==> src/common/ipf_pkg.sv <==
////////////////////////////////////////////////////////////////////////////////
// Shared constants for the interrupt priority field bank.
package ipf_pkg;

	// Register byte addresses on the APB bus.
	localparam logic [7:0] ext_inputs_offset      = 8'h00;
	localparam logic [7:0] calendar_offset        = 8'h04;
	localparam logic [7:0] checksum_serial_offset = 8'h08;
	localparam logic [7:0] request_status_offset  = 8'h0c;

	// Field positions, the low bit of each three-bit field.
	localparam int ext_four_lsb      = 8;
	localparam int ext_three_lsb     = 4;
	localparam int calendar_lsb      = 8;
	localparam int checksum_lsb      = 12;
	localparam int serial_two_lsb    = 8;
	localparam int serial_one_lsb    = 4;

	// Field geometry and reset value.
	localparam int field_width = 3;
	localparam int reg_width   = 16;
	localparam int source_count = 6;
	localparam logic [2:0] field_reset    = 3'h4;
	localparam logic [2:0] level_disabled = 3'h0;

	// Source numbering on the per-source ports.
	localparam int src_ext_three  = 0;
	localparam int src_ext_four   = 1;
	localparam int src_calendar   = 2;
	localparam int src_checksum   = 3;
	localparam int src_serial_one = 4;
	localparam int src_serial_two = 5;

	// Register select codes between the bus slave and the register bank.
	typedef enum logic [2:0] {
		sel_ext_inputs      = 3'b000,
		sel_calendar        = 3'b001,
		sel_checksum_serial = 3'b010,
		sel_request_status  = 3'b011,
		sel_none            = 3'b111
	} ipf_sel_type;

	// Bus slave states.
	typedef enum logic [0:0] {
		st_idle   = 1'b0,
		st_access = 1'b1
	} ipf_bus_state_type;

	// Maps a byte address to a register select code.
	function automatic ipf_sel_type decode_addr(input logic [7:0] addr);
		if (addr == ext_inputs_offset) begin
			return sel_ext_inputs;
		end else if (addr == calendar_offset) begin
			return sel_calendar;
		end else if (addr == checksum_serial_offset) begin
			return sel_checksum_serial;
		end else if (addr == request_status_offset) begin
			return sel_request_status;
		end else begin
			return sel_none;
		end
	endfunction : decode_addr

endpackage : ipf_pkg

==> src/common/ipf_reg_if.sv <==
`timescale 1ns/10ps
////////////////////////////////////////////////////////////////////////////////
// Register access path between the bus slave and the register bank.
interface ipf_reg_if;
	ipf_pkg::ipf_sel_type sel;
	logic                 wr_stb;
	logic [15:0]          wdata;
	logic [15:0]          rdata;

	modport slave (
		output sel,
		output wr_stb,
		output wdata,
		input  rdata
	);

	modport bank (
		input  sel,
		input  wr_stb,
		input  wdata,
		output rdata
	);
endinterface : ipf_reg_if

==> src/logic/ipf_source_gate.sv <==
`timescale 1ns/10ps
////////////////////////////////////////////////////////////////////////////////
// Turns one source's flag, enable and priority code into a request and level.
module ipf_source_gate (
	// Source state
	input  wire logic       flag,
	input  wire logic       enable,
	input  wire logic [2:0] code,
	// To the arbitration logic
	output logic            req,
	output logic [2:0]      level
);

	////////////////////////////////////////////////////////////////////////////
	// The code is the level itself: seven is highest, one lowest, zero masks.
	always_comb begin
		level = code;
		req   = flag && enable && (code != ipf_pkg::level_disabled);
	end

endmodule : ipf_source_gate

==> src/logic/ipf_apb_slave.sv <==
`timescale 1ns/10ps
////////////////////////////////////////////////////////////////////////////////
// APB slave front end; answers every access with no wait state.
module ipf_apb_slave (
	// Clock and reset
	input  wire logic        clk,
	input  wire logic        reset,
	// APB
	input  wire logic        psel,
	input  wire logic        penable,
	input  wire logic        pwrite,
	input  wire logic [7:0]  paddr,
	input  wire logic [31:0] pwdata,
	output logic [31:0]      prdata,
	output logic             pready,
	output logic             pslverr,
	// Register bank
	ipf_reg_if.slave         regs
);

	ipf_pkg::ipf_bus_state_type state_reg;
	ipf_pkg::ipf_bus_state_type state_next;
	logic [31:0]                prdata_reg;
	logic [31:0]                prdata_next;
	logic                       err_reg;
	logic                       err_next;

	////////////////////////////////////////////////////////////////////////////
	// Decode is live from the address; the bank reads it during setup.
	always_comb begin
		regs.sel    = ipf_pkg::decode_addr(paddr);
		regs.wdata  = pwdata[15:0];
		regs.wr_stb = psel && penable && pwrite && (state_reg == ipf_pkg::st_access);
	end

	// Setup captures read data and the error answer; access ends in one cycle.
	always_comb begin
		state_next  = state_reg;
		prdata_next = prdata_reg;
		err_next    = err_reg;
		case (state_reg)
			ipf_pkg::st_idle: begin
				if (psel && !penable) begin
					state_next  = ipf_pkg::st_access;
					prdata_next = pwrite ? 32'h0000_0000 : {16'h0000, regs.rdata};
					err_next    = (regs.sel == ipf_pkg::sel_none);
				end
			end
			ipf_pkg::st_access: begin
				state_next = ipf_pkg::st_idle;
			end
			default: begin
				state_next = ipf_pkg::st_idle;
			end
		endcase
	end

	// State registers.
	always_ff @(posedge clk) begin
		if (reset) begin
			state_reg  <= ipf_pkg::st_idle;
			prdata_reg <= 32'h0000_0000;
			err_reg    <= 1'b0;
		end else begin
			state_reg  <= state_next;
			prdata_reg <= prdata_next;
			err_reg    <= err_next;
		end
	end

	// Ready is high for exactly the first access cycle.
	always_comb begin
		pready  = (state_reg == ipf_pkg::st_access);
		pslverr = pready && err_reg;
		prdata  = prdata_reg;
	end

endmodule : ipf_apb_slave

==> src/logic/ipf_priority_top.sv <==
`timescale 1ns/10ps
////////////////////////////////////////////////////////////////////////////////
////////////////////////////////////////////////////////////////////////////////
// Priority field bank for six interrupt sources, reached over APB.
module ipf_priority_top #(
	parameter int n_sources = 6
) (
	// Clock and reset
	input  wire logic                   clk,
	input  wire logic                   reset,
	// APB
	input  wire logic                   psel,
	input  wire logic                   penable,
	input  wire logic                   pwrite,
	input  wire logic [7:0]             paddr,
	input  wire logic [31:0]            pwdata,
	output logic      [31:0]            prdata,
	output logic                        pready,
	output logic                        pslverr,
	// Sources
	input  wire logic [n_sources-1:0]   src_flag,
	input  wire logic [n_sources-1:0]   src_enable,
	// Arbitration side
	output logic      [n_sources-1:0]   src_req,
	output logic      [3*n_sources-1:0] src_level
);

	ipf_reg_if regs ();

	// Priority codes, one per source.
	logic [2:0] ext_three_priority_reg;
	logic [2:0] ext_three_priority_next;
	logic [2:0] ext_four_priority_reg;
	logic [2:0] ext_four_priority_next;
	logic [2:0] calendar_clock_priority_reg;
	logic [2:0] calendar_clock_priority_next;
	logic [2:0] checksum_error_priority_reg;
	logic [2:0] checksum_error_priority_next;
	logic [2:0] serial_one_error_priority_reg;
	logic [2:0] serial_one_error_priority_next;
	logic [2:0] serial_two_error_priority_reg;
	logic [2:0] serial_two_error_priority_next;
	logic [2:0] code_vec [n_sources];

	////////////////////////////////////////////////////////////////////////////
	// Bus front end.
	ipf_apb_slave u_apb (
		.clk     (clk),
		.reset   (reset),
		.psel    (psel),
		.penable (penable),
		.pwrite  (pwrite),
		.paddr   (paddr),
		.pwdata  (pwdata),
		.prdata  (prdata),
		.pready  (pready),
		.pslverr (pslverr),
		.regs    (regs.slave)
	);

	////////////////////////////////////////////////////////////////////////////
	// Writes pick out only the implemented fields; all other bits are dropped.
	always_comb begin
		ext_three_priority_next        = ext_three_priority_reg;
		ext_four_priority_next         = ext_four_priority_reg;
		calendar_clock_priority_next   = calendar_clock_priority_reg;
		checksum_error_priority_next   = checksum_error_priority_reg;
		serial_one_error_priority_next = serial_one_error_priority_reg;
		serial_two_error_priority_next = serial_two_error_priority_reg;
		if (regs.wr_stb) begin
			if (regs.sel == ipf_pkg::sel_ext_inputs) begin
				ext_four_priority_next  = regs.wdata[ipf_pkg::ext_four_lsb +: 3];
				ext_three_priority_next = regs.wdata[ipf_pkg::ext_three_lsb +: 3];
			end else if (regs.sel == ipf_pkg::sel_calendar) begin
				// Only bits ten to eight are stored; the rest is discarded.
				calendar_clock_priority_next = regs.wdata[ipf_pkg::calendar_lsb +: 3];
			end else if (regs.sel == ipf_pkg::sel_checksum_serial) begin
				checksum_error_priority_next   = regs.wdata[ipf_pkg::checksum_lsb +: 3];
				serial_two_error_priority_next = regs.wdata[ipf_pkg::serial_two_lsb +: 3];
				serial_one_error_priority_next = regs.wdata[ipf_pkg::serial_one_lsb +: 3];
			end
		end
	end

	// Field registers, all loading level four at reset.
	always_ff @(posedge clk) begin
		if (reset) begin
			ext_three_priority_reg        <= ipf_pkg::field_reset;
			ext_four_priority_reg         <= ipf_pkg::field_reset;
			calendar_clock_priority_reg   <= ipf_pkg::field_reset;
			checksum_error_priority_reg   <= ipf_pkg::field_reset;
			serial_one_error_priority_reg <= ipf_pkg::field_reset;
			serial_two_error_priority_reg <= ipf_pkg::field_reset;
		end else begin
			ext_three_priority_reg        <= ext_three_priority_next;
			ext_four_priority_reg         <= ext_four_priority_next;
			calendar_clock_priority_reg   <= calendar_clock_priority_next;
			checksum_error_priority_reg   <= checksum_error_priority_next;
			serial_one_error_priority_reg <= serial_one_error_priority_next;
			serial_two_error_priority_reg <= serial_two_error_priority_next;
		end
	end

	////////////////////////////////////////////////////////////////////////////
	// Read mux; unimplemented bit positions are built as constant zero.
	always_comb begin
		regs.rdata = 16'h0000;
		if (regs.sel == ipf_pkg::sel_ext_inputs) begin
			regs.rdata[ipf_pkg::ext_four_lsb +: 3]  = ext_four_priority_reg;
			regs.rdata[ipf_pkg::ext_three_lsb +: 3] = ext_three_priority_reg;
		end else if (regs.sel == ipf_pkg::sel_calendar) begin
			regs.rdata[ipf_pkg::calendar_lsb +: 3] = calendar_clock_priority_reg;
		end else if (regs.sel == ipf_pkg::sel_checksum_serial) begin
			regs.rdata[ipf_pkg::checksum_lsb +: 3]   = checksum_error_priority_reg;
			regs.rdata[ipf_pkg::serial_two_lsb +: 3] = serial_two_error_priority_reg;
			regs.rdata[ipf_pkg::serial_one_lsb +: 3] = serial_one_error_priority_reg;
		end else if (regs.sel == ipf_pkg::sel_request_status) begin
			// Live request state, so software can see what is being raised.
			regs.rdata[n_sources-1:0] = src_req;
		end
	end

	////////////////////////////////////////////////////////////////////////////
	// Gather codes in source order for the per-source gates.
	always_comb begin
		code_vec[ipf_pkg::src_ext_three]  = ext_three_priority_reg;
		code_vec[ipf_pkg::src_ext_four]   = ext_four_priority_reg;
		code_vec[ipf_pkg::src_calendar]   = calendar_clock_priority_reg;
		code_vec[ipf_pkg::src_checksum]   = checksum_error_priority_reg;
		code_vec[ipf_pkg::src_serial_one] = serial_one_error_priority_reg;
		code_vec[ipf_pkg::src_serial_two] = serial_two_error_priority_reg;
	end

	// One gate per source masks level-zero sources and passes the level on.
	for (genvar i = 0; i < n_sources; i++) begin : g_gate
		ipf_source_gate u_gate (
			.flag   (src_flag[i]),
			.enable (src_enable[i]),
			.code   (code_vec[i]),
			.req    (src_req[i]),
			.level  (src_level[3*i +: 3])
		);
	end

endmodule : ipf_priority_top

==> config.mk <==
export PLATFORM = sky130hd
export DESIGN_NAME = ipf_priority_top
export DESIGN_NICKNAME = d
export VERILOG_FILES = /design/src/common/ipf_pkg.sv /design/src/common/ipf_reg_if.sv /design/src/logic/ipf_source_gate.sv /design/src/logic/ipf_apb_slave.sv /design/src/logic/ipf_priority_top.sv
export SDC_FILE = /design/constraint.sdc
export NUM_CORES = 1
export LEC_CHECK = 0
export BUFFER_PORTS_ARGS = -buffer_cell sky130_fd_sc_hd__buf_2
export CORE_MARGIN = 2
export CORE_UTILIZATION = 45
export DETAILED_ROUTE_END_ITERATION = 16
export GPL_ROUTABILITY_DRIVEN = 1
export GPL_TIMING_DRIVEN = 0
export PLACE_DENSITY = 0.86
export RECOVER_POWER = 100
export SYNTH_ARGS = -nofsm -noshare
export SYNTH_HDL_FRONTEND = slang
export SYNTH_SLANG_ARGS = --single-unit
==> constraint.sdc <==
create_clock -name clk -period 4.2 [get_ports clk]
set_clock_uncertainty 0.15 [all_clocks]
set_input_delay 0.63 -clock clk [delete_from_list [all_inputs] [get_ports clk]]
set_output_delay 0.63 -clock clk [all_outputs]
set_load 0.05 [all_outputs]
==> metrics.md, run 1 <==
| Metric | Value |
|---|---|
| Reg2reg start | u_apb.pready |
| Fin Setup TNS | 0 ns |
| # port buffers | 72 |
| Post-CTS Hold Buffers | 0 |
| Syn avg cell area | 10.1 sq um |
| Crit Path Class | reg2out |
| Vias in the first global route | about 1300 |
| Setup bufs post-CTS | 0 |
| Slew Limit Headroom | 0.536 |
| First-pass GRT wire length | 5960 microns |
| Slew @ Worst Pin | 0.697 ns |
| Crit-path max cell delay | 0.48 ns |
| XOR/XNOR Fraction of Synth Area | 0 |
| Final min period | 2.40 ns |
| Clock Latency Late Sink | 0.28 ns |
| Reg clk slew, reported paths | 0.06 ns |
| Initial Utilization | 0.466 |
| WP data required | between 3 and 4 ns |
| Complex-gate fraction of the synthesized area | 0.131 |
| Fmax | ~420 MHz |
| Via density per instance | approximately 4.8 |
| RSZ-0062 raised after global routing | no |
| Max Slew Vio Count | 0 |
| Full die area | between 4000 and 5000 sq um |
| Post-CTS sizing | 0 |
| Horiz. Die Dim | 65.4 microns |
| Largest area contributor in the netlist | dfxtp_1 |
| CTS tree | yes |
| Largest delay share family, worst path | buffers and inverters |
| Setup violations, final | 0 |
| Final period utilization | 0.571 |
| Vias post-DR | between 1500 and 2000 |
| Post-synth cell types | 29 |
| Mapped Area | approximately 1700 sq um |
| Num CTS Buffers | 5 |
| Final ANT Viol Nets | 0 |
| Max cap viols | 0 |
| Detailed Route Iter0 Violations | 37 |
| Status | finished clean |
| Core Footprint | 3630 sq um |
| Place WS | 2.11 ns |
| Fin nets | 322 |
| Worst Path Buf+Inv | 3 |
| Clock Tree Buf Depth | 2 |
| IO Count | 115 |
| R2R setup slack | 2.39 ns |
| CP cell instances | o311ai_0 > inv_1 > buf_4 > clkbuf_1 |
| Final Hold Fails | 0 |
| Worst Setup SP | serial_two_error_priority_reg[0] |
| Grt ovf | 0 |
| Dominant cells by area after synthesis | dfxtp_1 39%, mux2i_1 14%, buf_4 12% |
| GPL Wtd Cong | 0.797 |
| Peak VDD IR | 0.199 mV |
| Max FO, Critical Path | 4 |
| Number of diodes | 0 |
| Total track usage | 0.187 |
| Pin count of the biggest net entering global routing | 11 |
| Largest family of logic cells by synthesized area | simple AND/OR/NAND/NOR gates |
| Htree depth | 2 |
| Crit start category | register |
| CTS root buf | clkbuf_8 |
| Worst Slack Setup Final | 1.80 ns |
| Sequential element share of the synthesized area | 0.390 |
| Mapped Cells | 168 |
| DRC violations left | 0 |
| Synth Area in Simple Gates | 0.186 |
| Yosys top cell area share | 0.390 |
| Area grow syn2layout | 28.4% |
| YS warnings | 0 |
| Post-synthesis register bit count | 33 |
| Routed WL | 3930 microns |
| Hold Crit Class | reg2reg |
| Leak | ~0.0010 uW |
| Clock sink count | 33 |
| Total power divided by cell area | 301 nW/um^2 |
| Row count | 22 |
| Multiplexer share of the synthesized area | 0.142 |
| Placed wire-length estimate | 3190 microns |
| Crit path DAT | about 1.6 ns |
| Per-cell routed wire length | 12.5 microns |
| Drt pass-1 iters | 4 |
| Element type at the critical path end | output port |
| Synth Area in Adders | 0 |
| Most common cell after layout, fill and taps aside | clkbuf_1 |
| Number of flip-flops in the largest register | 13 |
| Die Y-Extent | 65.4 microns |
| Number of antenna violations at the first check in global routing | 0 |
| Slowest cell on the critical path | o311ai_0 |
| Hold Startpoint | u_apb.prdata[13] |
| Proportion of layout cells with a drive suffix above 1 | 0.256 |
| Commonest non-fill, non-tap cells in the layout | 48 x clkbuf_1, 33 x dfxtp_1, 31 x buf_2 |
[logic make-up (layout without fill, tap and decap cells)]
logic type	count (synthesis)	in the layout
simple gates	49	49
buf+inv	36	116
other cells	1	19
flops	33	33
compound gates	25	25
mux	24	24
[path summary, 6_finish.rpt]
check	cells after the start	endpoint
max	4	src_req[5]
min	1	u_apb.prdata[13]
max reg2reg	4	u_apb.prdata[3]
min reg2reg	1	u_apb.prdata[13]
[final cells by class]
type	count	area [sq um]
Buffer	34	233
Clock buffer	6	72.6
Clock inverter	2	10.0
Fill cell	373	1460
Inverter	2	7.51
Multi-Input combinational cell	117	822
Sequential cell	33	661
Tap cell	48	60.1
Timing Repair Buffer	72	309
[power by group]
part | internal (uW) | total (uW) | switching, uW
Sequential | 314 | 315 | 0.643
Combinational | 40.3 | 120 | 79.3
Clock | 114 | 221 | 107
[metrics by stage]
stage / cells / power, uW / hold slack, ns / cell area [sq um] / util
after floorplan: 186 / 416 / 0.322 / 1760 / -
after global placement: 306 / 443 / 0.298 / 2180 / 0.601
after detailed placement: 306 / 444 / 0.306 / 2180 / 0.601
after CTS: 314 / 664 / 0.321 / 2260 / 0.623
after global routing: 314 / 684 / 0.346 / 2170 / 0.598
final: 314 / 656 / 0.324 / 2170 / 0.598
[layer usage]
| metal | track usage | part of all wire | vias to the layer above |
|---|---|---|---|
| met5 | 0 | 0 | - |
| met4 | 0.0599 | 0.010 | 0 |
| met3 | 0.0668 | 0.070 | 6 |
| met2 | 0.314 | 0.51 | 59 |
| met1 | 0.221 | 0.41 | 690 |
| li1 | - | - | 758 |
[cell usage after synthesis (all sizes together)]
cell / instances
dfxtp: 33
buf: 32
mux2i: 24
nand2b: 18
nor2: 16
a22o: 10
and4: 4
o311a: 4
a32o: 3
o2bb2ai: 3
clkbuf: 2
inv: 2
nand4: 2
nor2b: 2
nor4: 2
o22ai: 2
o311ai: 2
a311oi: 1
and2: 1
and2b: 1
conb: 1
nand2: 1
nor3b: 1
nor4bb: 1
[worst reg2reg max path: stages, from the launching register on]
cell and delay (ns):
dfxtp_1 0.33, nor3b_1 0.48, nor2_1 0.18, clkbuf_1 0.28, a22o_1 0.29
(Power assumes the default switching activity.)
==> run 2: changes to the inputs <==
--- a/config.mk
+++ b/config.mk
@@ -7,11 +7,11 @@
 export LEC_CHECK = 0
 export BUFFER_PORTS_ARGS = -buffer_cell sky130_fd_sc_hd__buf_2
 export CORE_MARGIN = 2
-export CORE_UTILIZATION = 45
+export CORE_UTILIZATION = 37
 export DETAILED_ROUTE_END_ITERATION = 16
 export GPL_ROUTABILITY_DRIVEN = 1
 export GPL_TIMING_DRIVEN = 0
-export PLACE_DENSITY = 0.86
+export PLACE_DENSITY = 0.75
 export RECOVER_POWER = 100
 export SYNTH_ARGS = -nofsm -noshare
 export SYNTH_HDL_FRONTEND = slang
==> constraint.sdc (replaced) <==
create_clock -name clk -period 1.93 [get_ports clk]
set_clock_uncertainty 0.15 [all_clocks]
set_input_delay 0.2895 -clock clk [delete_from_list [all_inputs] [get_ports clk]]
set_output_delay 0.2895 -clock clk [all_outputs]
set_load 0.05 [all_outputs]
==> metrics.md, run 2 (synthesis results as in run 1) <==
| Metric | Value |
|---|---|
| First-pass GRT wire length | 6400 microns (+7.4%) |
| Crit-path max cell delay | 0.41 ns (-0.07 ns) |
| Setup violations, final | 0 (unchanged) |
| Die Y-Extent | 71.7 microns (+9.7%) |
| Slew @ Worst Pin | 0.625 ns (-0.0716 ns) |
| CTS root buf | clkbuf_8 |
| Final min period | 1.85 ns |
| R2R setup slack | 0.20 ns (-2.19 ns) |
| Hold Startpoint | pwdata[13] |
| Slowest cell on the critical path | o311a_1 |
| Element type at the critical path end | output port |
| Final period utilization | 0.960 |
| Final ANT Viol Nets | 0 (unchanged) |
| Crit Path Class | reg2out |
| Final Hold Fails | 0 (unchanged) |
| WP data required | 1.49 ns (-1.93 ns) |
| Leak | 0.00108 uW (+3.1%) |
| Reg clk slew, reported paths | 0.06 ns (about the same) |
| RSZ-0062 raised after global routing | no |
| Crit start category | register |
| Total track usage | 0.163 (-0.0236) |
| Via density per instance | 4.68 (-2.8%) |
| Status | finished clean |
| Post-CTS Hold Buffers | 0 (unchanged) |
| GPL Wtd Cong | 0.782 (-1.8%) |
| Hold Crit Class | in2reg |
| Number of flip-flops in the largest register | 13 (unchanged) |
| Capturing point of the worst reg2reg path | u_apb.prdata[6] |
| Area grow syn2layout | 31.3% |
| CP cell instances | o311a_1 > buf_4 > clkbuf_2 |
| Num CTS Buffers | 5 (unchanged) |
| DRC violations left | 0 (unchanged) |
| Max cap viols | 0 (unchanged) |
| Worst Hold Depth | 3 (+2) |
| Peak VDD IR | 0.325 mV (+64%) |
| Row count | 24 (+9.1%) |
| Core Footprint | 4380 sq um (+21%) |
| Proportion of layout cells with a drive suffix above 1 | 0.298 (+0.0425) |
| Worst Path Buf+Inv | 2 (-1) |
| Max Slew Vio Count | 0 (unchanged) |
| Clock sink count | 33 (unchanged) |
| Per-cell routed wire length | 13.3 microns (+6.4%) |
| Pin count of the biggest net entering global routing | 11 (unchanged) |
| IO Count | 115 (unchanged) |
| CTS tree | yes |
| Reg2reg path depth | 4 (unchanged) |
| Number of antenna violations at the first check in global routing | 0 (unchanged) |
| Drt pass-1 iters | 4 (unchanged) |
| Clock Latency Late Sink | 0.28 ns (about the same) |
| Horiz. Die Dim | 71.7 microns (+9.7%) |
| Vias post-DR | 1484 (-1.9%) |
| Grt ovf | 0 (unchanged) |
| Largest delay share family, worst path | compound AO/OA/AOI/OAI gates |
| Routed WL | 4220 microns (+7.4%) |
| Clock Tree Buf Depth | 2 (unchanged) |
| Slew Limit Headroom | 0.585 (+0.0495) |
| Most common cell after layout, fill and taps aside | clkbuf_1 |
| Fillcell total | 436 (+17%) |
| Max FO, Critical Path | 4 (unchanged) |
| Placed wire-length estimate | 3310 microns (+3.9%) |
| Hold EP | checksum_error_priority_reg[1] |
| Htree depth | 2 (unchanged) |
| Detailed Route Iter0 Violations | 60 (+62%) |
| Vias in the first global route | 1326 (+1.2%) |
| Total power divided by cell area | 660 nW/um^2 (+120%) |
| Crit path DAT | 1.41 ns (-0.21 ns) |
| Fin Setup TNS | 0 ns (unchanged) |
| Full die area | 5140 sq um (+20%) |
| Fmax | 540 MHz |
| Initial Utilization | 0.386 (-0.0798) |
| Number of diodes | 0 (unchanged) |
| Fin nets | 322 (unchanged) |
| Commonest non-fill, non-tap cells in the layout | 39 x clkbuf_1, 35 x buf_2, 33 x dfxtp_1 |
| # port buffers | 72 (unchanged) |
| Reg2reg start | u_apb.pready |
| Hold WS | 0.114 ns (-0.210 ns) |
-- run 2: changes by cell type in the layout (fill, tap and decap cells not counted), moves of 2 or more --
cell / change
clkbuf_1: -9
clkbuf_2: +5
buf_2: +4
clkinv_2: -2
o311ai_0: -2
o311ai_2: +2
-- run 2: layout make-up --
| type | count | area [sq um] | area share |
|---|---|---|---|
| Timing Repair Buffer | 72 | 318 | 0.143 |
| Clock buffer | 7 | 86.3 | 0.0388 |
| Buffer | 34 | 235 | 0.106 |
| Inverter | 2 | 7.51 | 0.00337 |
| Tap cell | 52 | 65.1 | 0.0292 |
| Sequential cell | 33 | 661 | 0.297 |
| Multi-Input combinational cell | 117 | 852 | 0.383 |
-- run 2: stage by stage --
stage	instances	total power (uW)	cell area [sq um]	setup WS, ns	util
floorplan	186	906	1760	0.255	-
global placement	310	965	2190	0.254	0.499
detailed placement	310	968	2190	0.214	0.499
CTS	317	1480	2270	0.0392	0.519
global route	317	1530	2220	0.0267	0.507
finish	317	1470	2220	0.0779	0.507
-- run 2: worst max-delay path by stage --
stage,startpoint,slack [ns],cells after the start,endpoint
final,ext_four_priority_reg[0],0.08,3,src_req[1]
after detailed placement,serial_one_error_priority_reg[0],0.21,4,src_req[4]
after CTS,serial_two_error_priority_reg[0],0.04,4,src_req[5]
after global placement,serial_one_error_priority_reg[0],0.25,4,src_req[4]
after global routing,serial_one_error_priority_reg[0],0.03,4,src_req[4]
after floorplan,u_apb.pready,0.25,4,calendar_clock_priority_reg[0]
-- run 2: power breakdown --
part / leakage (uW) / switching, uW / internal [uW]
Clock: 0.0000443 / 234 / 283
Sequential: 0.000266 / 1.34 / 683
Combinational: 0.000770 / 176 / 92.3
Total: 0.00108 / 411 / 1060
-- run 2: tightest hold or removal path, delay by kind of cell --
family | cells | cell delay, ns
mux | 1 | 0.06
simple gates | 1 | 0.05
buf+inv | 1 | 0.10
-- run 2: repair_timing --
| action | CTS | global route |
|---|---|---|
| resized for setup | 2 | 2 |
| endpoints found under the setup margin | 2 | 2 |
| buffers inserted | 0 | 0 |
| endpoints found under the hold margin | 0 | 0 |
-- run 2: routing by layer --
| metal | vias up | wire length (microns) | global-route usage |
|---|---|---|---|
| li1 | 751 | - | - |
| met1 | 675 | 1820 | 0.198 |
| met2 | 51 | 2090 | 0.275 |
| met3 | 7 | 252 | 0.0478 |
| met4 | 0 | 51 | 0.0566 |
| met5 | - | 0 | 0 |
==> run 3: changes to the inputs <==
--- a/config.mk
+++ b/config.mk
@@ -7,11 +7,11 @@
 export LEC_CHECK = 0
 export BUFFER_PORTS_ARGS = -buffer_cell sky130_fd_sc_hd__buf_2
 export CORE_MARGIN = 2
-export CORE_UTILIZATION = 37
+export CORE_UTILIZATION = 45
 export DETAILED_ROUTE_END_ITERATION = 16
 export GPL_ROUTABILITY_DRIVEN = 1
 export GPL_TIMING_DRIVEN = 0
-export PLACE_DENSITY = 0.75
+export PLACE_DENSITY = 0.86
 export RECOVER_POWER = 100
 export SYNTH_ARGS = -nofsm -noshare
 export SYNTH_HDL_FRONTEND = slang
==> constraint.sdc (replaced) <==
create_clock -name clk -period 2.4 [get_ports clk]
set_clock_uncertainty 0.15 [all_clocks]
set_input_delay 0.36 -clock clk [delete_from_list [all_inputs] [get_ports clk]]
set_output_delay 0.36 -clock clk [all_outputs]
set_load 0.05 [all_outputs]
==> metrics.md, run 3 (synthesis results as in run 1) <==
| Metric | Value |
|---|---|
| Fillcell total | 371 (-15%) |
| Placed inst area | 2180 sq um (-0.23%) |
| Net Sw Frac | 0.285 (+0.00539) |
| GPL Wtd Cong | 0.797 (+1.9%) |
| Fmax | 482 MHz |
| Commonest non-fill, non-tap cells in the layout | 45 x clkbuf_1, 33 x dfxtp_1, 32 x buf_2 |
| Max Slew Vio Count | 0 (unchanged) |
| DRC violations left | 0 (unchanged) |
| Clock Latency Late Sink | 0.28 ns (about the same) |
| Row count | 22 (-8.3%) |
| Fin Setup TNS | 0 ns (unchanged) |
| Total power divided by cell area | 524 nW/um^2 (-21%) |
| Number of flip-flops in the largest register | 13 (unchanged) |
| Initial Utilization | 0.466 (+0.0798) |
| Number of diodes | 0 (unchanged) |
| Setup violations, final | 0 (unchanged) |
| Crit path DAT | 1.57 ns (+0.16 ns) |
| CTS tree | yes |
| Worst Hold Depth | 3 (unchanged) |
| Area of the multi-input gates | 837 sq um (-1.8%) |
| Final instance area | 2190 sq um (-1.4%) |
| CTS root buf | clkbuf_8 |
| Element type at the critical path end | output port |
| Combinational power share | 0.184 (about the same) |
| Power share of the clock group | 0.336 (-0.015) |
| Internal power | 822 uW (-22%) |
| Die Y-Extent | 65.4 microns (-8.8%) |
| Hold EP | checksum_error_priority_reg[1] |
| Per-cell routed wire length | 12.4 microns (-6.8%) |
| RSZ-0062 raised after global routing | no |
| Detailed Route Iter0 Violations | 38 (-37%) |
| Grt ovf | 0 (unchanged) |
| Total placed cells including tap cells | 306 (-1.3%) |
| Final period utilization | 0.865 |
| Net Sw Power | 328 uW (-20%) |
| Reg clk slew, reported paths | 0.06 ns (about the same) |
| Number of antenna violations at the first check in global routing | 0 (unchanged) |
| Via density per instance | 4.76 (+1.7%) |
| Slew @ Worst Pin | 0.695 ns (+0.0697 ns) |
| Crit start category | register |
| First-pass GRT wire length | 5960 microns (-6.9%) |
| Final ANT Viol Nets | 0 (unchanged) |
| IO Count | 115 (unchanged) |
| Sequential share of power | 0.479 (+0.013) |
| FF+latch area | 661 sq um (unchanged) |
| Placed wire-length estimate | 3190 microns (-3.7%) |
| Status | finished clean |
| Peak VDD IR | 0.347 mV (+6.7%) |
| Slew Limit Headroom | 0.537 (-0.0483) |
| Fin nets | 322 (unchanged) |
| Final min period | just over 2 ns |
| Htree depth | 2 (unchanged) |
| Crit Path Class | reg2out |
| Hold Startpoint | pwdata[13] |
| Proportion of layout cells with a drive suffix above 1 | 0.271 (-0.0274) |
| Pin count of the biggest net entering global routing | 11 (unchanged) |
| Hold Crit Class | in2reg |
| Worst Slack Setup Final | 0.324 ns (+0.246 ns) |
| Post-CTS sizing | 0 (-2) |
| Place WS | 0.662 ns (+0.448 ns) |
| Core Footprint | 3630 sq um (-17%) |
| Drt pass-1 iters | 4 (unchanged) |
| # port buffers | 72 (unchanged) |
| Setup bufs post-CTS | 0 (unchanged) |
| R2R setup slack | 0.59 ns (+0.39 ns) |
| Clock sink count | 33 (unchanged) |
| Total track usage | 0.187 (+0.0236) |
| Vias in the first global route | 1310 (-1.2%) |
| Reg2reg path depth | 4 (unchanged) |
| Num CTS Buffers | 5 (unchanged) |
| Most common cell after layout, fill and taps aside | clkbuf_1 |
| Final Hold Fails | 0 (unchanged) |
| WP data required | 1.89 ns (+0.40 ns) |
| Post-CTS Hold Buffers | 0 (unchanged) |
| Max cap viols | 0 (unchanged) |
| Reg2reg start | u_apb.pready |
| Area grow syn2layout | 29.5% |
| Routed WL | 3890 microns (-7.7%) |
| Horiz. Die Dim | 65.4 microns (-8.8%) |
| Clock Tree Buf Depth | 2 (unchanged) |
| Leak | 0.00106 uW (-1.9%) |
| Max FO, Critical Path | 4 (unchanged) |
| Full die area | 4270 sq um (-17%) |
| Capturing point of the worst reg2reg path | u_apb.prdata[3] |
| Vias post-DR | 1495 (+0.74%) |
| Non-Filler Instances | 314 (-0.95%) |
run 3: how the worst max path moves through the flow:
| stage | start | end | slack [ns] | cells past startpoint |
|---|---|---|---|---|
| floorplan | serial_two_error_priority_reg[0] | src_req[5] | 0.71 | 3 |
| global placement | serial_two_error_priority_reg[0] | src_req[5] | 0.66 | 4 |
| detailed placement | serial_two_error_priority_reg[0] | src_req[5] | 0.66 | 4 |
| CTS | serial_two_error_priority_reg[0] | src_req[5] | 0.35 | 4 |
| global route | serial_two_error_priority_reg[0] | src_req[5] | 0.24 | 4 |
| finish | serial_two_error_priority_reg[0] | src_req[5] | 0.32 | 4 |
run 3: power groups by stage:
stage / clock [uW] / combinational (uW) / sequential, uW
6_report: 387 / 212 / 551
5_1_grt: 423 / 226 / 551
4_1_cts: 397 / 215 / 551
3_5_place_dp: 0 / 214 / 563
3_3_place_gp: 0 / 212 / 563
2_1_floorplan: 0 / 163 / 565
run 3: layout make-up:
class | count | share of cell area
clock buffer | 6 | 0.0331
buffer | 34 | 0.106
timing repair buffer | 72 | 0.143
clock inverter | 2 | 0.00456
multi-input combinational | 117 | 0.382
tap | 48 | 0.0274
sequential | 33 | 0.301
inverter | 2 | 0.00342
run 3: worst max-delay path: stages (launching register included):
cell	delay [ns]
dfxtp_1	0.34
o311ai_0	0.49
inv_1	0.09
buf_4	0.14
clkbuf_2	0.22
run 3: metrics by stage:
stage	util	total power [uW]	hold slack, ns
floorplan	-	728	0.322
global placement	0.601	775	0.298
detailed placement	0.601	777	0.306
CTS	0.623	1160	0.185
global route	0.604	1200	0.193
finish	0.604	1150	0.187
run 3: metal layers:
metal / global-route usage / part of all wire
met1: 0.221 / 0.41
met2: 0.314 / 0.51
met3: 0.0668 / 0.069
met4: 0.0599 / 0.010
met5: 0 / 0
